<file path="src/core/sdfs_pkg.sv">
//======================================================================
// Summary of operation
// (RQ1) Writing one to fifo_flush empties the FIFO; the bit self-clears.
// (RQ2) fifo_failure: 00 none, 01 failure, 10 failure in last transfer.
// (RQ3) fifo_failure holds until software writes ones to it.
// (RQ4) In transmit, tx_space_available is one at 63 bytes or fewer.
// (RQ5) With DMA enabled, the active available flag raises a DMA request.
// (RQ6) In receive, rx_data_available is one at 1 to 64 bytes.
// (RQ7) tx_half_level is one at 32 bytes or fewer.
// (RQ8) tx_empty is one exactly at zero bytes.
// (RQ9) rx_last_data sets on final block data; cleared by writing one.
// (RQ10) rx_full is one exactly at 64 bytes.
// (RQ11) rx_half_level is one at 32 to 64 bytes.
// (RQ12) fifo_byte_count reports the bytes held in the FIFO.
// (RQ13) Software clears fifo_failure and flushes after oversized last data.
// (RQ14) no_busy_irq_en gates the no-busy interrupt.
// (RQ15) Enables gate response CRC and response received interrupts.
// (RQ16) Enables gate command sent and command timeout interrupts.
// (RQ17) Enables gate read-wait and card interrupt detect interrupts.
// (RQ18) fifo_failure_irq_en gates the FIFO failure interrupt.
// (RQ19) Enables gate write CRC status and read CRC interrupts.
// (RQ20) Enables gate data timeout and transfer done interrupts.
// (RQ21) The interrupt mask resets with every enable cleared.
// (RQ22) irq is high while any enabled flag is set.
// (RQ23) transfer_direction: 00 none, 01 busy, 10 receive, 11 transmit.
// (RQ24) dma_service_enable selects polled or DMA FIFO service.
//======================================================================
package sdfs_pkg;

  //====================================================================
  // Register map
  localparam logic [31:0] FIFO_STATUS_ADDR = 32'h5A00_0038;
  localparam logic [31:0] IRQ_MASK_ADDR = 32'h5A00_003C;
  localparam logic [31:0] FIFO_STATUS_RESET = 32'h0000_0000;
  localparam logic [31:0] IRQ_MASK_RESET = 32'h0000_0000;
  localparam logic [31:0] IRQ_MASK_RW = 32'h0007_FFDF;

  //====================================================================
  // fifo_status fields
  localparam int FLUSH_BIT = 16;
  localparam int FAIL_LSB = 14;
  localparam int TX_AVAIL_BIT = 13;
  localparam int RX_AVAIL_BIT = 12;
  localparam int TX_HALF_BIT = 11;
  localparam int TX_EMPTY_BIT = 10;
  localparam int RX_LAST_BIT = 9;
  localparam int RX_FULL_BIT = 8;
  localparam int RX_HALF_BIT = 7;
  localparam int COUNT_W = 7;

  localparam logic [1:0] FAIL_NONE = 2'h0;
  localparam logic [1:0] FAIL_RUN = 2'h1;
  localparam logic [1:0] FAIL_LAST = 2'h2;

  //====================================================================
  // FIFO geometry and levels
  localparam int PTR_W = 6;
  localparam logic [6:0] FIFO_BYTES = 7'h40;
  localparam logic [6:0] HALF_LEVEL = 7'h20;

  //====================================================================
  // transfer_direction codes
  localparam logic [1:0] DIR_NONE = 2'h0;
  localparam logic [1:0] DIR_BUSY = 2'h1;
  localparam logic [1:0] DIR_RX = 2'h2;
  localparam logic [1:0] DIR_TX = 2'h3;

  //====================================================================
  // Carriers
  typedef struct packed {
    logic [31:0] addr;
    logic [31:0] wdata;
    logic wr;
    logic rd;
  } sdfs_bus_t;

  // Sticky flags held by the command and data status registers
  typedef struct packed {
    logic no_busy;
    logic rsp_crc;
    logic cmd_sent;
    logic cmd_tout;
    logic rsp_end;
    logic read_wait;
    logic card_irq;
    logic crc_sta;
    logic dat_crc;
    logic dat_tout;
    logic dat_fin;
    logic busy_fin;
  } sdfs_events_t;

endpackage : sdfs_pkg

</file>
<file path="src/core/sdfs_fifo_status.sv">
// The address-and-strobe port was left to the implementer.
`timescale 1ns/1ps
module sdfs_fifo_status (
  input wire logic clk,
  input wire logic sys_rst,
  input sdfs_pkg::sdfs_bus_t bus,
  output logic [31:0] rdata,
  input sdfs_pkg::sdfs_events_t events,
  input wire logic [1:0] transfer_direction,
  input wire logic dma_service_enable,
  input wire logic final_transfer,
  input wire logic push_valid,
  input wire logic [7:0] push_data,
  input wire logic push_last,
  output logic push_ready,
  output logic pop_valid,
  output logic [7:0] pop_data,
  input wire logic pop_ready,
  output logic dma_req,
  output logic irq
);

  //====================================================================
  // State
  logic [7:0] mem_q [0:63];
  logic [5:0] wptr_q;
  logic [5:0] rptr_q;
  logic [6:0] cnt_q;
  logic [6:0] cnt_d;
  logic flush_q;
  logic [1:0] fail_q;
  logic [1:0] fail_d;
  logic rx_last_q;
  logic [31:0] mask_q;
  logic [31:0] rdata_q;

  //====================================================================
  // Bus decode
  wire sel_status = bus.addr == sdfs_pkg::FIFO_STATUS_ADDR;
  wire sel_mask = bus.addr == sdfs_pkg::IRQ_MASK_ADDR;
  wire wr_status = bus.wr && sel_status;
  wire wr_mask = bus.wr && sel_mask;
  wire flush_wr = wr_status && bus.wdata[sdfs_pkg::FLUSH_BIT];
  wire fail_clr = wr_status
    && (bus.wdata[sdfs_pkg::FAIL_LSB +: 2] != 2'h0);
  wire last_clr = wr_status && bus.wdata[sdfs_pkg::RX_LAST_BIT];

  //====================================================================
  // FIFO handshake
  wire empty = cnt_q == 7'h00;
  wire full = cnt_q == sdfs_pkg::FIFO_BYTES;
  wire dir_tx = transfer_direction == sdfs_pkg::DIR_TX; // [RQ23]
  wire dir_rx = transfer_direction == sdfs_pkg::DIR_RX; // [RQ23]

  assign push_ready = !full && !flush_wr;
  assign pop_valid = !empty && !flush_wr;
  assign pop_data = mem_q[rptr_q];

  wire push_ok = push_valid && push_ready;
  wire pop_ok = pop_ready && pop_valid;
  // A push into a full FIFO is dropped; a pop from an empty one is void
  wire overrun = push_valid && full && !flush_wr;
  wire underrun = pop_ready && empty && !flush_wr;
  wire fail_evt = overrun || underrun;

  //====================================================================
  // Level flags, each qualified by the active direction
  wire tx_space_available = dir_tx && (cnt_q < sdfs_pkg::FIFO_BYTES);
  wire rx_data_available = dir_rx && !empty;
  wire tx_half_level = dir_tx && (cnt_q <= sdfs_pkg::HALF_LEVEL);
  wire tx_empty = dir_tx && empty;
  wire rx_full = dir_rx && full;
  wire rx_half_level = dir_rx && (cnt_q >= sdfs_pkg::HALF_LEVEL);

  // DMA service follows the flag of the current direction
  assign dma_req = dma_service_enable
    && (tx_space_available || rx_data_available); // [RQ5] [RQ24]

  //====================================================================
  // Count and failure next state
  always_comb begin
    cnt_d = cnt_q;
    if (flush_wr) begin
      cnt_d = 7'h00; // [RQ1]
    end else if (push_ok && !pop_ok) begin
      cnt_d = 7'(cnt_q + 7'h01); // [RQ12]
    end else if (pop_ok && !push_ok) begin
      cnt_d = 7'(cnt_q - 7'h01); // [RQ12]
    end
  end

  // A new failure wins over a clear written in the same cycle
  always_comb begin
    fail_d = fail_q;
    if (fail_clr) begin
      fail_d = sdfs_pkg::FAIL_NONE; // [RQ3]
    end
    if (fail_evt) begin
      fail_d = final_transfer ? sdfs_pkg::FAIL_LAST
                              : sdfs_pkg::FAIL_RUN; // [RQ2]
    end
  end

  //====================================================================
  // Storage
  always_ff @(posedge clk) begin
    if (push_ok) begin
      mem_q[wptr_q] <= push_data;
    end
  end

  always_ff @(posedge clk) begin
    if (sys_rst) begin
      wptr_q <= 6'h00;
      rptr_q <= 6'h00;
      cnt_q <= 7'h00;
    end else begin
      cnt_q <= cnt_d;
      if (flush_wr) begin
        wptr_q <= 6'h00; // [RQ1]
        rptr_q <= 6'h00;
      end else begin
        if (push_ok) begin
          wptr_q <= 6'(wptr_q + 6'h01);
        end
        if (pop_ok) begin
          rptr_q <= 6'(rptr_q + 6'h01);
        end
      end
    end
  end

  //====================================================================
  // Status flags
  wire last_set = push_ok && push_last && dir_rx;

  always_ff @(posedge clk) begin
    if (sys_rst) begin
      flush_q <= 1'b0;
      fail_q <= sdfs_pkg::FAIL_NONE;
      rx_last_q <= 1'b0;
    end else begin
      // Reads back as one for a single cycle after the flush
      flush_q <= flush_wr; // [RQ1]
      fail_q <= fail_d; // [RQ2] [RQ3]
      rx_last_q <= last_set || (rx_last_q && !last_clr); // [RQ9]
    end
  end

  //====================================================================
  // Interrupt mask and gating
  always_ff @(posedge clk) begin
    if (sys_rst) begin
      mask_q <= sdfs_pkg::IRQ_MASK_RESET; // [RQ21]
    end else if (wr_mask) begin
      mask_q <= bus.wdata & sdfs_pkg::IRQ_MASK_RW;
    end
  end

  // Flag vector lines up bit for bit with interrupt_enable_mask
  logic [31:0] irq_flags;
  always_comb begin
    irq_flags = 32'h0000_0000;
    irq_flags[18] = events.no_busy; // [RQ14]
    irq_flags[17] = events.rsp_crc; // [RQ15]
    irq_flags[16] = events.cmd_sent; // [RQ16]
    irq_flags[15] = events.cmd_tout; // [RQ16]
    irq_flags[14] = events.rsp_end; // [RQ15]
    irq_flags[13] = events.read_wait; // [RQ17]
    irq_flags[12] = events.card_irq; // [RQ17]
    irq_flags[11] = fail_q != sdfs_pkg::FAIL_NONE; // [RQ18]
    irq_flags[10] = events.crc_sta; // [RQ19]
    irq_flags[9] = events.dat_crc; // [RQ19]
    irq_flags[8] = events.dat_tout; // [RQ20]
    irq_flags[7] = events.dat_fin; // [RQ20]
    irq_flags[6] = events.busy_fin;
    irq_flags[4] = tx_half_level;
    irq_flags[3] = tx_empty;
    irq_flags[2] = rx_last_q;
    irq_flags[1] = rx_full;
    irq_flags[0] = rx_half_level;
  end

  wire irq_any = |(irq_flags & mask_q);

  always_ff @(posedge clk) begin
    if (sys_rst) begin
      irq <= 1'b0;
    end else begin
      irq <= irq_any; // [RQ22]
    end
  end

  //====================================================================
  // Register read
  logic [31:0] status_word;
  always_comb begin
    status_word = sdfs_pkg::FIFO_STATUS_RESET;
    status_word[sdfs_pkg::FLUSH_BIT] = flush_q;
    status_word[sdfs_pkg::FAIL_LSB +: 2] = fail_q;
    status_word[sdfs_pkg::TX_AVAIL_BIT] = tx_space_available; // [RQ4]
    status_word[sdfs_pkg::RX_AVAIL_BIT] = rx_data_available; // [RQ6]
    status_word[sdfs_pkg::TX_HALF_BIT] = tx_half_level; // [RQ7]
    status_word[sdfs_pkg::TX_EMPTY_BIT] = tx_empty; // [RQ8]
    status_word[sdfs_pkg::RX_LAST_BIT] = rx_last_q;
    status_word[sdfs_pkg::RX_FULL_BIT] = rx_full; // [RQ10]
    status_word[sdfs_pkg::RX_HALF_BIT] = rx_half_level; // [RQ11]
    status_word[sdfs_pkg::COUNT_W-1:0] = cnt_q; // [RQ12]
  end

  wire [31:0] rd_mux = sel_status ? status_word
                     : sel_mask ? mask_q
                     : 32'h0000_0000;

  // Data stand only in the cycle after the strobe
  always_ff @(posedge clk) begin
    if (sys_rst) begin
      rdata_q <= 32'h0000_0000;
    end else begin
      rdata_q <= bus.rd ? rd_mux : 32'h0000_0000;
    end
  end

  assign rdata = rdata_q;
endmodule : sdfs_fifo_status

</file>
<file path="config.mk">
export PLATFORM = sky130hd
export DESIGN_NAME = sdfs_fifo_status
export DESIGN_NICKNAME = d
export VERILOG_FILES = /design/src/core/sdfs_pkg.sv /design/src/core/sdfs_fifo_status.sv
export SDC_FILE = /design/constraint.sdc
export NUM_CORES = 1
export LEC_CHECK = 0
export ABC_AREA = 0
export BUFFER_PORTS_ARGS = -buffer_cell sky130_fd_sc_hd__buf_2
export CAP_MARGIN = 20
export CORE_MARGIN = 5
export CORE_UTILIZATION = 52
export CTS_BUF_LIST = sky130_fd_sc_hd__clkbuf_4
export DETAILED_ROUTE_END_ITERATION = 8
export HOLD_SLACK_MARGIN = 0.03
export PLACE_DENSITY = 0.7
export SYNTH_ARGS = -nofsm -noshare
export SYNTH_HDL_FRONTEND = slang
export SYNTH_SLANG_ARGS = --single-unit
</file>
<file path="constraint.sdc">
create_clock -name clk -period 4.4 [get_ports clk]
set_input_delay 0.44 -clock clk [delete_from_list [all_inputs] [get_ports clk]]
set_output_delay 0.44 -clock clk [all_outputs]
set_load 0.02 [all_outputs]
</file>
==> flow_metrics.tcl, run 1 <==
set metrics [dict create \
    status "finished, final reports clean" \
    syn2layout_area_growth_pct 16.1 \
    die_w_um 219 \
    hold_path_class "primary input to register" \
    crit_path_start_kind "register" \
    synthCells 1209 \
    fin_ws_ns 0.268 \
    ys.flop_type "edfxtp_1" \
    wl_per_cell_um 23.6 \
    async_reset_ff_share_pct 0 \
    dr.pass1.iters 5 \
    drc 0 \
    pre_cts_ws_ns 0.766 \
    ant_nets 0 \
    portBuffers 111 \
    synth.most_common_cell "edfxtp_1" \
    grt_first_pass_wirelength_um 77500 \
    slew_headroom_pct 28.1 \
    initial_core_util_pct 52.7 \
    grt_pass1_vias 13100 \
    rrSetupSlack_ns 0.74 \
    setup_violations 0 \
    dr.first_iter.drc_count 1075 \
    vdd_drop_max_uv 252 \
    vias_per_cell 5.84 \
    cts_tree "built" \
    rows 76 \
    synth_area_um2 22800 \
    htree_num_levels 4 \
    hold_viol_final 0 \
    cts_resized 0 \
    cts_inserted_buffers 142 \
    fin_crit_sh_pct 93.9 \
    tns_ns 0 \
    r2r-start "cnt_q[1]$_SDFFE_PP0P_" \
    vias 12700 \
    clock_path_buffers 3 \
    clkSinkCount 579 \
    detail_route.wirelength_um 51100 \
    antenna_found_initial 2 \
    worstSetupPathType "register to primary output" \
    grt_max_degree 65 \
    die_area_um2 48100 \
    synth_edf_count 512 \
    r2r_cells 10 \
    cap_viol_max_count 0 \
    total_power_uw 13000 \
    synth.area.top_cells "edfxtp_1 (67%), mux4_2 (13%), dfxtp_1 (5.9%)" \
    worstMarginPinSlew_ns 1.08 \
    nets 1585 \
    clockRootBuffer "clkbuf_4" \
    drv_slew 0 \
    dpl.hpwl_um 30900 \
    rsz0062_at_grt "no" \
    period_minus_slack_ns 4.13 \
    hp-start "push_data[1]" \
    path_max_fanout 63 \
    synth_top_cell_area_share_pct 67.4 \
    hold-path-cell-count 1 \
    end_kind "primary output" \
    io_pins 139 \
    power.leakage_uw 0.00886 \
    hold_end "mem_q[46][1]$_DFFE_PP_" \
    gp_congestion 0.859 \
    fillerInstances 3108 \
    path_clk_slew_ns 0.07 \
    yosys.area.top_type "edfxtp_1" \
    synth-seq-cells 579 \
    yosysWarnings 0 \
    drive_above_1_share_pct 33.4 \
    worstPathArrival_ns 3.69 \
    seq_area_frac_synth_pct 73.3 \
    r2r_end "cnt_q[6]$_SDFFE_PP0P_" \
    fin_hold_ws_ns 0.127 \
    grt_usage_pct 21.6 \
    synth_cell_types 70 \
    die_h_um 219 \
    finClkSkew_ns 0.0427 \
    crit_required_ns 3.96 \
    overflow 0 \
    synth.avg_cell_area_um2 18.9 \
    synth.top_cells.by_count "edfxtp_1 (512), mux4_2 (128), nor2_1 (106), dfxtp_1 (67), clkbuf_1 (30)" \
    core_um2 43300 \
    powerDensity_nw_per_um2 493 \
    clock_latency_ns 0.82 \
    fmax_mhz 242 \
]
==> sequential cells by signal, indices dropped and copies added, names as in the netlist, named ones only <==
name and flops:
rx_last_q 1, cnt_q 7, irq 1, fail_q 2, rdata 19, wptr_q 6
mem_q 512, mask_q 18, flush_q 1, rptr_q 6
==> per-stage QoR <==
| step | util [%] | std cells | cell area [µm²] |
|---|---|---|---|
| after floorplan | - | 1221 | 22800 |
| after CTS | 60.7 | 2152 | 26200 |
| after global routing | 61.2 | 2166 | 26500 |
| final | 61.2 | 2166 | 26500 |
| after global placement | 55.3 | 1859 | 23900 |
| after detailed placement | 55.3 | 1860 | 23900 |
==> critical path, cell delays in order, from the launching register on <==
cell and delay, ns:
dfxtp_4 0.97, buf_4 0.35, mux4_2 0.35, o22ai_1 0.30, nor3_1 0.11, a21oi_1 0.31
o221ai_1 0.24, buf_2 0.21
==> per-layer routing <==
metal	vias up	track usage (%)	part of all wire, %
li1	5549	-	-
met1	6466	28.8	39
met2	533	35.7	52
met3	102	4.91	6.9
met4	2	7.41	2.3
met5	-	0	0.025
==> worst max-delay path by stage <==
stage | from | end | slack (ns) | cells past startpoint
floorplan | cnt_q[1]$_SDFFE_PP0P_ | cnt_q[5]$_SDFFE_PP0P_ | 1.16 | 13
global placement | bus[35] | cnt_q[6]$_SDFFE_PP0P_ | 0.79 | 11
detailed placement | bus[35] | cnt_q[5]$_SDFFE_PP0P_ | 0.77 | 13
CTS | register | pop_data[6] | 0.13 | 7
global route | register | pop_data[4] | 0.06 | 7
finish | register | pop_data[3] | 0.27 | 7
==> layout by cell type (no fill, tap or decap), types with 9 or more instances in the layout <==
cell type and n:
nor3_1 19, a21oi_1 14, o22ai_1 28, dlygate4sd3_1 53, nor2b_1 9, buf_4 22
a221oi_1 18, clkbuf_4 210, nor2_1 106, clkinv_1 22, nand2b_1 9, nand2_1 23
mux4_2 128, conb_1 13, a22o_1 28, edfxtp_1 512, buf_2 111, mux2i_1 24
dfxtp_1 64, buf_12 9
==> report_power, final <==
part / total [µW] / internal (µW) / switching, µW
Sequential: 6250 / 6050 / 193
Clock: 4430 / 2410 / 2020
Combinational: 2370 / 1190 / 1180
Total: 13000 / 9650 / 3400
==> timing repair <==
action / CTS / global route
setup endpoints to repair: 0 / 1
hold endpoints to repair: 35 / 36
buffers inserted: 0 / 1
hold buffers: 49 / 4
==> logic make-up (layout without fill, tap and decap cells) <==
logic type / Yosys count / count (layout) / share of synthesized area (%)
buffers and inverters: 88 / 447 / 1.98
and+or+nand+nor: 235 / 235 / 5.51
AOI/OAI and AO/OA: 129 / 129 / 4.34
xor gates and xnor gates: 15 / 15 / 0.576
muxes: 153 / 153 / 13.7
DFF: 579 / 579 / 73.3
adders and majority gates: 9 / 9 / 0.527
other: 1 / 14 / 0.0164
==> cell type report <==
cell class | count | area, µm² | area share [%]
multi-input cells | 554 | 5690 | 21.5
inverters | 7 | 31.3 | 0.118
flip-flops and latches | 579 | 16700 | 63.2
diodes | 1 | 2.50 | 0.00945
clock inverters | 33 | 236 | 0.893
well taps | 585 | 732 | 2.76
repair buffers | 197 | 1490 | 5.61
clock buffers | 210 | 1580 | 5.95
No activity file was read; power rests on OpenSTA's default activity.
==> run 2, diff against run 1 <==
==> constraint.sdc (replaced) <==
create_clock -name clk -period 4.4 [get_ports clk]
set_input_delay 0.66 -clock clk [delete_from_list [all_inputs] [get_ports clk]]
set_output_delay 0.66 -clock clk [all_outputs]
set_load 0.02 [all_outputs]
==> flow_metrics.tcl, run 2 (synthesis results as in run 1) <==
set metrics [dict create \
    status "finished, final reports clean" \
    power.leakage_uw 0.00865 \
    final_common_cell "edfxtp_1" \
    fin_crit_sh_pct 95.4 \
    mostFrequentLayoutCells "edfxtp_1 (512), clkbuf_4 (210), mux4_2 (128), buf_2 (111), nor2_1 (106)" \
    syn2layout_area_growth_pct 14.1 \
    wl_per_cell_um 23.9 \
    dr.pass1.iters 5 \
    period_minus_slack_ns 4.20 \
    r2r-start "cnt_q[1]$_SDFFE_PP0P_" \
    ff_latch_area_um2 16700 \
    clock_latency_ns 0.86 \
    drv_slew 0 \
    path_max_fanout 27 \
    portBuffers 111 \
    powerDensity_nw_per_um2 499 \
    io_pins 139 \
    regMostFlops "mem_q" \
    htree_num_levels 4 \
    clkSinkCount 579 \
    worstPathArrival_ns 3.54 \
    rsz0062_at_grt "no" \
    die_h_um 219 \
    vdd_drop_max_uv 236 \
    cts_inserted_buffers 143 \
    hold_path_class "primary input to register" \
    final_util_pct 60.2 \
    initial_core_util_pct 52.7 \
    finalInstanceArea_um2 26000 \
    largest_reg_flops 512 \
    core_um2 43300 \
    nets 1548 \
    grt_pass1_vias 13100 \
    finClkSkew_ns 0.0563 \
    clock_path_buffers 3 \
    r2r_end "cnt_q[6]$_SDFFE_PP0P_" \
    die_area_um2 48100 \
    cts_resized 0 \
    grt_usage_pct 21.4 \
    detail_route.wirelength_um 50800 \
    r2r_cells 10 \
    worstMarginPinSlew_ns 1.01 \
    worstSetupPathType "register to primary output" \
    cts_tree "built" \
    rrSetupSlack_ns 0.68 \
    gp_congestion 0.854 \
    grt_max_degree 65 \
    fmax_mhz 238 \
    crit_path_start_kind "register" \
    drive_above_1_share_pct 35.0 \
    ant_nets 0 \
    die_w_um 219 \
    overflow 0 \
    multi_input_area_um2 5690 \
    drc 0 \
    placed_area_um2 24000 \
    rows 76 \
    end_kind "primary output" \
    antenna_found_initial 2 \
    tns_ns 0 \
    dr.first_iter.drc_count 1092 \
    clockRootBuffer "clkbuf_4" \
    hold_viol_final 0 \
    endpoint "pop_data[3]" \
    dpl.hpwl_um 31200 \
    grt_first_pass_wirelength_um 76700 \
    fillerInstances 3214 \
    cap_viol_max_count 0 \
    vias 12500 \
    slew_headroom_pct 32.5 \
    vias_per_cell 5.85 \
    setup_violations 0 \
    crit_required_ns 3.74 \
    path_clk_slew_ns 0.06 \
]
[run 2: per-stage QoR]
stage               setup WS (ns)  hold slack, ns  total power, µW  std cells
floorplan                    1.09           0.420             8000       1221
global placement            0.595           0.443             8700       1871
detailed placement          0.515           0.440             8730       1871
CTS                        0.0800          0.0349            13100       2120
global route               0.0608          0.0524            13600       2129
finish                      0.201          0.0908            13000       2129
[run 2: critical path, cell delays in order, from the launching register on]
cell and delay, ns:
dfxtp_4 0.56, buf_12 0.28, mux4_2 0.56, o22ai_1 0.31, nor3_1 0.11, a21oi_1 0.41
o221ai_1 0.25, buf_2 0.21
[run 2: area by class of cell]
cell class | instances | share of cell area [%]
Antenna cell | 2 | 0.0192
Clock buffer | 210 | 6.06
Clock inverter | 33 | 0.817
Inverter | 7 | 0.120
Multi-Input combinational cell | 554 | 21.9
Sequential cell | 579 | 64.3
Tap cell | 585 | 2.81
Timing Repair Buffer | 159 | 4.04
[run 2: worst min path at each step]
stage	startpoint	to	cells after the start
after floorplan	flush_q$_SDFF_PP0_	rdata[16]$_SDFF_PP0_	1
after global placement	flush_q$_SDFF_PP0_	rdata[16]$_SDFF_PP0_	1
after detailed placement	flush_q$_SDFF_PP0_	rdata[16]$_SDFF_PP0_	1
after CTS	bus[5]	mask_q[3]$_SDFFE_PP0P_	3
after global routing	bus[12]	mask_q[10]$_SDFFE_PP0P_	3
final	bus[8]	mask_q[6]$_SDFFE_PP0P_	3
[run 2: where the power goes]
group	leakage [µW]	switching, µW	total [µW]	internal [µW]
Combinational	0.00242	1220	2400	1180
Clock	0.00108	2010	4360	2350
Sequential	0.00515	178	6230	6050
Total	0.00865	3410	13000	9580
[run 2: layer usage]
| layer | GRT usage [%] | share of wire [%] | vias to the layer above |
|---|---|---|---|
| met1 | 27.8 | 39 | 6329 |
| met4 | 8.06 | 2.8 | 0 |
| met2 | 35.5 | 51 | 534 |
| met5 | 0 | 0 | - |
| met3 | 5.20 | 7.4 | 97 |
| li1 | - | - | 5492 |
[run 2: what timing repair did]
item | in CTS | in global routing
endpoints found under the setup margin | 0 | 3
buffers inserted | 0 | 1
hold endpoints to repair | 6 | 0
hold buffers | 6 | 0
